<file path="config.mk">
export PLATFORM = sky130hd
export DESIGN_NAME = literal_return_and_rotate_exec
export DESIGN_NICKNAME = d
export VERILOG_FILES = /design/src/verilog/exec_pkg.sv /design/src/verilog/rotate_unit.sv /design/src/verilog/literal_return_and_rotate_exec.sv
export VERILOG_INCLUDE_DIRS = /design/src /design/src/verilog
export SDC_FILE = /design/constraint.sdc
export NUM_CORES = 1
export LEC_CHECK = 0
export BUFFER_PORTS_ARGS = -buffer_cell sky130_fd_sc_hd__buf_2
export CORE_UTILIZATION = 48
export DETAILED_ROUTE_END_ITERATION = 12
export GPL_TIMING_DRIVEN = 0
export PLACE_DENSITY_LB_ADDON = 0.3
export SLEW_MARGIN = 20
export SYNTH_ARGS = -nofsm -noshare
export SYNTH_HDL_FRONTEND = slang
export SYNTH_SLANG_ARGS = --single-unit
export TNS_END_PERCENT = 50
</file>
<file path="constraint.sdc">
create_clock -name clk -period 4.1 [get_ports clk]
set_input_delay 0.615 -clock clk [delete_from_list [all_inputs] [get_ports clk]]
set_output_delay 0.615 -clock clk [all_outputs]
set_load 0.03 [all_outputs]
</file>
<file path="src/verilog/exec_defines.svh">
// widths, reset values and timing counts for the literal return and rotate unit
`ifndef EXEC_DEFINES_SVH
`define EXEC_DEFINES_SVH

// ---------------------------------------------------------------
// widths
// ---------------------------------------------------------------
`define DATA_W        8
`define ADDR_W        7
`define PC_W          15

// ---------------------------------------------------------------
// reset values
// ---------------------------------------------------------------
`define W_RESET       8'h00
`define CARRY_RESET   1'h0
`define PC_RESET      15'h0000
`define ADDR_RESET    7'h00

// ---------------------------------------------------------------
// timing counts in instruction cycles
// ---------------------------------------------------------------
`define RETURN_CYCLES 2
`define ROTATE_CYCLES 1

`endif

</file>
<file path="src/verilog/exec_pkg.sv">
// types shared by the literal return and rotate execution unit
package exec_pkg;
`include "exec_defines.svh"

   // ------------------------------------------------------------
   // opcodes and states
   // ------------------------------------------------------------
   typedef enum logic [1:0] {
      OP_RETURN_WITH_LITERAL       = 2'b01,
      OP_ROTATE_LEFT_THROUGH_CARRY = 2'b10
   } op_type;

   typedef enum logic [1:0] {
      ST_EXEC    = 2'b01,
      ST_REFETCH = 2'b10
   } state_type;

   // ------------------------------------------------------------
   // carriers
   // ------------------------------------------------------------
   typedef struct packed {
      logic                 valid;
      op_type               op;
      logic [`DATA_W-1:0]   literal;
      logic [`ADDR_W-1:0]   addr;
      logic                 dest;
      logic [`DATA_W-1:0]   file_data;
   } instr_type;

   typedef struct packed {
      logic                 valid;
      logic [`ADDR_W-1:0]   addr;
      logic [`DATA_W-1:0]   data;
   } file_write_type;

   typedef struct packed {
      logic                 valid;
      logic [`PC_W-1:0]     target;
   } pc_load_type;

endpackage : exec_pkg

</file>
<file path="src/verilog/rotate_unit.sv">
// rotate left through carry, purely combinational
`timescale 1ns/1ns
`include "exec_defines.svh"
module rotate_unit
   import exec_pkg::*;
(
   input  wire logic [`DATA_W-1:0] value_in,
   input  wire logic               carry_in,
   output logic      [`DATA_W-1:0] value_out,
   output logic                    carry_out
);

   // old carry enters bit 0, old top bit leaves as carry
   always_comb begin
      value_out = {value_in[`DATA_W-2:0], carry_in};
      carry_out = value_in[`DATA_W-1];
   end

endmodule : rotate_unit

</file>
<file path="src/verilog/literal_return_and_rotate_exec.sv">
// execution of return with literal and rotate left through carry
//
// Functional notes
// - return with literal writes its 8-bit literal into the working register.
// - return with literal pops the stack and loads the PC with the top entry.
// - return with literal is one word and takes two cycles for the refetch.
// - rotate left shifts the register left, old carry to bit 0, bit 7 to carry.
// - rotate left writes the working register if dest is 0, else the register.
`timescale 1ns/1ns
`include "exec_defines.svh"
module literal_return_and_rotate_exec
   import exec_pkg::*;
(
   input  wire logic                clk,
   input  wire logic                reset_n,
   input  wire instr_type           instr,
   input  wire logic [`PC_W-1:0]    stack_top_entry,
   output logic                     ready,
   output logic      [`DATA_W-1:0]  w,
   output logic                     carry,
   output pc_load_type              pc_load,
   output logic                     stack_pop,
   output file_write_type           file_write
);

   // ------------------------------------------------------------
   // state
   // ------------------------------------------------------------
   state_type          state_r,      state_nxt;
   logic               ready_r,      ready_nxt;
   logic [`DATA_W-1:0] w_r,          w_nxt;
   logic               carry_r,      carry_nxt;
   pc_load_type        pc_load_r,    pc_load_nxt;
   logic               stack_pop_r,  stack_pop_nxt;
   file_write_type     file_write_r, file_write_nxt;
   logic [`DATA_W-1:0] rot_value;
   logic               rot_carry;
   logic               take;

   // instruction is accepted only while not refetching
   assign take = instr.valid && ready_r;

   // ------------------------------------------------------------
   // opcode decode, shared by the checks below
   // ------------------------------------------------------------
   function automatic logic is_return(input op_type op);
      return op == OP_RETURN_WITH_LITERAL;
   endfunction : is_return

   function automatic logic is_rotate(input op_type op);
      return op == OP_ROTATE_LEFT_THROUGH_CARRY;
   endfunction : is_rotate

   // anything else is an encoding the unit leaves alone
   function automatic logic is_known(input op_type op);
      return is_return(op) || is_rotate(op);
   endfunction : is_known

   // ------------------------------------------------------------
   // rotate datapath
   // ------------------------------------------------------------
   rotate_unit rotate_unit_inst (
      .value_in  (instr.file_data),
      .carry_in  (carry_r),
      .value_out (rot_value),
      .carry_out (rot_carry)
   );

   // ------------------------------------------------------------
   // next state
   // ------------------------------------------------------------
   always_comb begin
      state_nxt      = state_r;
      w_nxt          = w_r;
      carry_nxt      = carry_r;
      pc_load_nxt    = '0;
      stack_pop_nxt  = 1'b0;
      file_write_nxt = '0;
      case (state_r)
         ST_EXEC: begin
            if (take) begin
               case (instr.op)
                  OP_RETURN_WITH_LITERAL: begin
                     w_nxt              = instr.literal;
                     pc_load_nxt.valid  = 1'b1;
                     pc_load_nxt.target = stack_top_entry;
                     stack_pop_nxt      = 1'b1;
                     state_nxt          = ST_REFETCH;
                  end
                  OP_ROTATE_LEFT_THROUGH_CARRY: begin
                     carry_nxt = rot_carry;
                     if (!instr.dest) begin
                        w_nxt = rot_value;
                     end else begin
                        file_write_nxt.valid = 1'b1;
                        file_write_nxt.addr  = instr.addr;
                        file_write_nxt.data  = rot_value;
                     end
                  end
                  default: begin
                     state_nxt = ST_EXEC;                     // unknown op ignored
                  end
               endcase
            end
         end
         ST_REFETCH: begin
            state_nxt = ST_EXEC;
         end
         default: begin
            state_nxt = ST_EXEC;
         end
      endcase
      ready_nxt = (state_nxt == ST_EXEC);
   end

   // ------------------------------------------------------------
   // registers
   // ------------------------------------------------------------
   always_ff @(posedge clk or negedge reset_n) begin
      if (!reset_n) begin
         state_r      <= ST_EXEC;
         ready_r      <= 1'b1;
         w_r          <= `W_RESET;
         carry_r      <= `CARRY_RESET;
         pc_load_r    <= '0;
         stack_pop_r  <= 1'b0;
         file_write_r <= '0;
      end else begin
         state_r      <= state_nxt;
         ready_r      <= ready_nxt;
         w_r          <= w_nxt;
         carry_r      <= carry_nxt;
         pc_load_r    <= pc_load_nxt;
         stack_pop_r  <= stack_pop_nxt;
         file_write_r <= file_write_nxt;
      end
   end

   // outputs straight from flops
   assign ready      = ready_r;
   assign w          = w_r;
   assign carry      = carry_r;
   assign pc_load    = pc_load_r;
   assign stack_pop  = stack_pop_r;
   assign file_write = file_write_r;
endmodule : literal_return_and_rotate_exec

</file>
==> flow_summary.yaml, run 1 <==
grt:
  antenna_found_initial: 0
  track_usage: 0.2080
  grt_pass1_wl_um: 6161
  grt_max_degree: 45
  overflow: 0
  grt_pass1_vias: 1306
worst_setup_path:
  timing.critical_path.buf_inv: 1
  worstPathRequired_ns: 3.48
  crit_fanout: 3
  slowest_delay_ns: 0.57
  reg2reg_slack_ns: 2.52
  worstPathArrival_ns: 1.10
  critPathTopFamily: "flip-flops"
  cp_slowest_cell: "dfstp_2"
  startpoint_type: "register"
  crit_chain: "buf_2"
  worstSetupPathType: "reg -> out"
  end_kind: "output port"
clocking:
  postCtsSetupRepairBufs: 0
  cts_resized: 0
  ctsHoldBuffers: 0
  htreeDepth: 2
  cts_buffers: 5
  clkLatencyLatePin_ns: 0.33
  clock_tree.buffer_depth: 2
  cts_sinks: 44
  cts_tree: "done"
  clk_pin_slew_ns: 0.11
  clockRootBuffer: "clkbuf_4"
drt:
  drt-met1-wl_um: 1644
  num_vias: 1395
  drc: 0
  drt-pass1-iter-count: 4
  wl_um: 3714
  met2_length_um: 1806
  drt_iter0_drc: 69
  top_layer: "met4"
  viasPerCell: 4.947
  detail-route-antenna-nets: 0
  met3WireLength_um: 212
  wl_per_cell_um: 13.17
finish:
  stdcell_area_um2: 2298
  layout-drive-gt1-share: 0.4534
  mostFrequentLayoutCells: "91 x buf_2, 42 x dfrtp_1, 16 x and2_1"
  antenna_cells: 0
  fin_nets: 282
  area_delta_synth_final_pct: 30.28
  post-route-util: 0.6729
  fillCellCount: 299
  final_common_cell: "buf_2"
yosys:
  synth_cells: 143
  ys_types: 24
  yosysTopAreaCell: "dfrtp_1"
  synth-seq-cells: 44
  synth_area_per_cell_um2: 12.34
  yosysWarnings: 0
  synth_ff_type: "dfrtp_1"
  synth_area_leaders: "dfrtp_1 60%, and2_1 5.7%, and3_1 5.3%"
  synth_top_area_share: 0.5957
  synth-edff-count: 0
  syn_area_um2: 1764
  async_flop_share: 1.000
  ys_seq_area_frac: 0.6255
  mappedNetlistNets: 189
sta:
  hold_slack_ns: 0.4056
  tns_ns: 0
  worst-slew-pin-transition_ns: 0.9260
  fin_crit_ns: 1.716
  finalHoldViolations: 0
  max_slew_margin: 0.3827
  setup-violations-final: 0
  worst_slack_ns: 2.384
  final_max_slew_viol_count: 0
  period_share: 0.4185
  grt_setup_unrepaired: "no"
  skew_ns: 0.007155
  max_freq_mhz: 582.9
floorplanning:
  die_h_um: 62.63
  die_x_um: 62.63
  start_util: 0.5165
  ioPinCount: 87
  rows: 21
  core-area_um2: 3416
  die_area_um2: 3922
placement:
  place_ws_ns: 2.227
  io_buffers: 86
  dpl_cell_area_um2: 2252
  dpl.hpwl_um: 2758
  place.gp.congestion: 0.7768
status:
  outcome: "complete, no violations"
power:
  peakVddDrop_mv: 0.2093
  leakagePower_uw: 0.001289
  power_density_nw_per_um2: 385.8
job:
  maxCapViolations: 0
hold_path:
  hold_path.class: "in -> async"
[cells in the mapped netlist (2+ instances only)]
master    instances
a21oi_1           8
nand2b_1          9
dfrtp_1          42
buf_4             3
inv_1             2
and3_1           15
nor4b_1           8
o31ai_1           8
a211oi_1          8
clkbuf_1          2
ha_1              2
dfstp_2           2
buf_2             5
nand2_1           4
and2_1           16
[cells by family after synthesis]
kind of cell | after synthesis | synth area share
DFF | 44 | 0.6255
muxes | 1 | 0.006383
adders and majority gates | 2 | 0.01418
buffers and inverters | 14 | 0.04397
and+or+nand+nor | 58 | 0.2191
AOI/OAI and AO/OA | 24 | 0.09078
[metal layers]
layer,GRT usage,up-vias
li1,-,682
met1,0.2740,657
met2,0.3261,52
met3,0.05474,4
met4,0.08721,0
met5,0,-
[metrics by stage]
| stage | std cells | power (µW) |
|---|---|---|
| floorplan | 143 | 631.9 |
| detailed placement | 275 | 714.0 |
| global placement | 275 | 710.8 |
| CTS | 282 | 896.0 |
| finish | 282 | 886.7 |
| global route | 282 | 939.7 |
[flip-flops by register name, summed over array words and instances (netlist names)]
signal / flops
carry: 1
pc_load: 16
w: 8
state_r: 2
ready: 1
file_write: 16
[power by group]
group | internal (µW) | switching (µW) | total [µW]
combinational | 80.2 | 138 | 218
clock | 63.3 | 118 | 181
sequential | 466 | 20.6 | 487
total | 610 | 277 | 887
[worst paths after layout]
| path | endpoint | cells after the start | startpoint |
|---|---|---|---|
| min | pc_load[6] | 1 | reset_n |
| max in group asynchronous | w[7] | 1 | reset_n |
| min in group clk | file_write[14] | 2 | instr[15] |
| max | ready | 1 | ready |
| max reg2reg | w[2] | 4 | ready |
| min reg2reg | file_write[0] | 1 | carry |
[layout make-up]
class                   instances  area (µm²)  share of cell area
plain buffers                  12       70.07             0.03048
clock buffers                   6       41.29             0.01796
clock inverters                 1       5.005            0.002177
inverters                       2       7.507            0.003266
multi-input cells              85       583.1              0.2537
flip-flops and latches         44        1104              0.4801
well taps                      46       57.56             0.02504
repair buffers                 86       430.4              0.1873
Note: power is estimated with default switching activity, not from simulation.
==> run 2, diff against run 1 <==
Settings changed: CORE_UTILIZATION 48 to 45.
Clock period 4.1 ns to 1.8 ns, I/O delays scaled along.
==> flow_summary.yaml, run 2 (same netlist as run 1, synthesis figures left out) <==
status:
  outcome: "complete, no violations"
grt:
  grt_pass1_vias: 1263
  track_usage: 0.1871
  grt_max_degree: 45
  antenna_found_initial: 0
  overflow: 0
  grt_pass1_wl_um: 5782
drt:
  wl_per_cell_um: 13.12
  drt_iter0_drc: 100
  viasPerCell: 4.926
  detail-route-antenna-nets: 0
  drc: 0
  wl_um: 3725
  num_vias: 1399
  drt-pass1-iter-count: 4
floorplanning:
  rows: 22
  die_h_um: 64.62
  core-area_um2: 3716
  die_area_um2: 4175
  die_x_um: 64.62
  ioPinCount: 87
  start_util: 0.4747
sta:
  setup-violations-final: 0
  grt_setup_unrepaired: "no"
  final_max_slew_viol_count: 0
  finalHoldViolations: 0
  skew_ns: 0.002415
  worst-slew-pin-transition_ns: 0.9216
  max_slew_margin: 0.3856
  fin_crit_ns: 1.559
  period_share: 0.8662
  tns_ns: 0
  max_freq_mhz: 641.3
clocking:
  cts_buffers: 5
  cts_tree: "done"
  clockRootBuffer: "clkbuf_8"
  cts_resized: 0
  clock_tree.buffer_depth: 2
  cts_sinks: 44
  clkLatencyLatePin_ns: 0.28
  ctsHoldBuffers: 0
  clk_pin_slew_ns: 0.07
  postCtsSetupRepairBufs: 0
  htreeDepth: 2
finish:
  antenna_cells: 0
  final_common_cell: "buf_2"
  fin_nets: 282
  post-route-util: 0.6414
  mostFrequentLayoutCells: "91 x buf_2, 42 x dfrtp_1, 16 x and2_1"
  stdcell_area_um2: 2384
  area_delta_synth_final_pct: 35.11
  layout-drive-gt1-share: 0.4576
  fillCellCount: 314
worst_setup_path:
  startpoint_type: "register"
  critPathLaunch: "ready"
  worstReg2RegStart: "ready"
  worstPathArrival_ns: 1.71
  crit_fanout: 10
  worstPathRequired_ns: 1.95
  reg2reg_to: "w[1]"
  r2r_cells: 4
  worstSetupPathType: "reg -> reg"
  reg2reg_slack_ns: 0.24
  end_kind: "register"
power:
  peakVddDrop_mv: 0.6830
  leakagePower_uw: 0.001325
  totalPowerFinal_uw: 2453
  power_density_nw_per_um2: 1029
hold_path:
  hold_path.class: "in -> async"
job:
  maxCapViolations: 0
placement:
  io_buffers: 86
  dpl.hpwl_um: 2701
  place.gp.congestion: 0.7341
  dpl_cell_area_um2: 2255
## run 2: critical path, cell delays in order (launching register included)
cell and delay [ns]:
dfstp_2 0.56, nand4b_2 0.20, buf_2 0.25, nor4b_1 0.33, a211oi_1 0.08
## run 2: layer usage
metal / vias up / track usage / part of all wire / wire [µm]
met4: 0 / 0.06667 / 0.0048 / 18
met5: - / 0 / 0 / 0
met3: 2 / 0.05458 / 0.072 / 267
met1: 645 / 0.2328 / 0.44 / 1627
met2: 71 / 0.3092 / 0.49 / 1812
li1: 681 / - / - / -
## run 2: worst max-delay path by stage
stage	endpoint	slack, ns	depth (start not counted)
floorplan	w[0]	0.32	4
global placement	w[1]	0.24	4
detailed placement	w[1]	0.24	4
CTS	w[1]	0.23	4
global route	w[1]	0.15	4
finish	w[1]	0.24	4
## run 2: layout make-up
cell class	instances	area (µm²)	share of cell area
clock inverter	2	60.06	0.02520
clock buffer	5	68.82	0.02887
tap	48	60.06	0.02520
sequential	44	1104	0.4630
inverter	2	7.507	0.003150
buffer	12	70.07	0.02940
timing repair buffer	86	430.4	0.1806
multi-input combinational	85	583.1	0.2446
## run 2: stage by stage
step	hold slack [ns]	setup WS, ns	cells
2_1_floorplan	-0.02559	0.3209	143
3_3_place_gp	0.4581	0.2428	277
3_5_place_dp	0.4607	0.2433	277
4_1_cts	0.1464	0.2327	284
5_1_grt	0.1669	0.1516	284
6_report	0.1162	0.2408	284
## run 2: power breakdown
group,leakage (µW),switching [µW],internal [µW]
registers,0.000579,48.3,1060
logic,0.000682,312,182
clock network,0.0000642,302,546
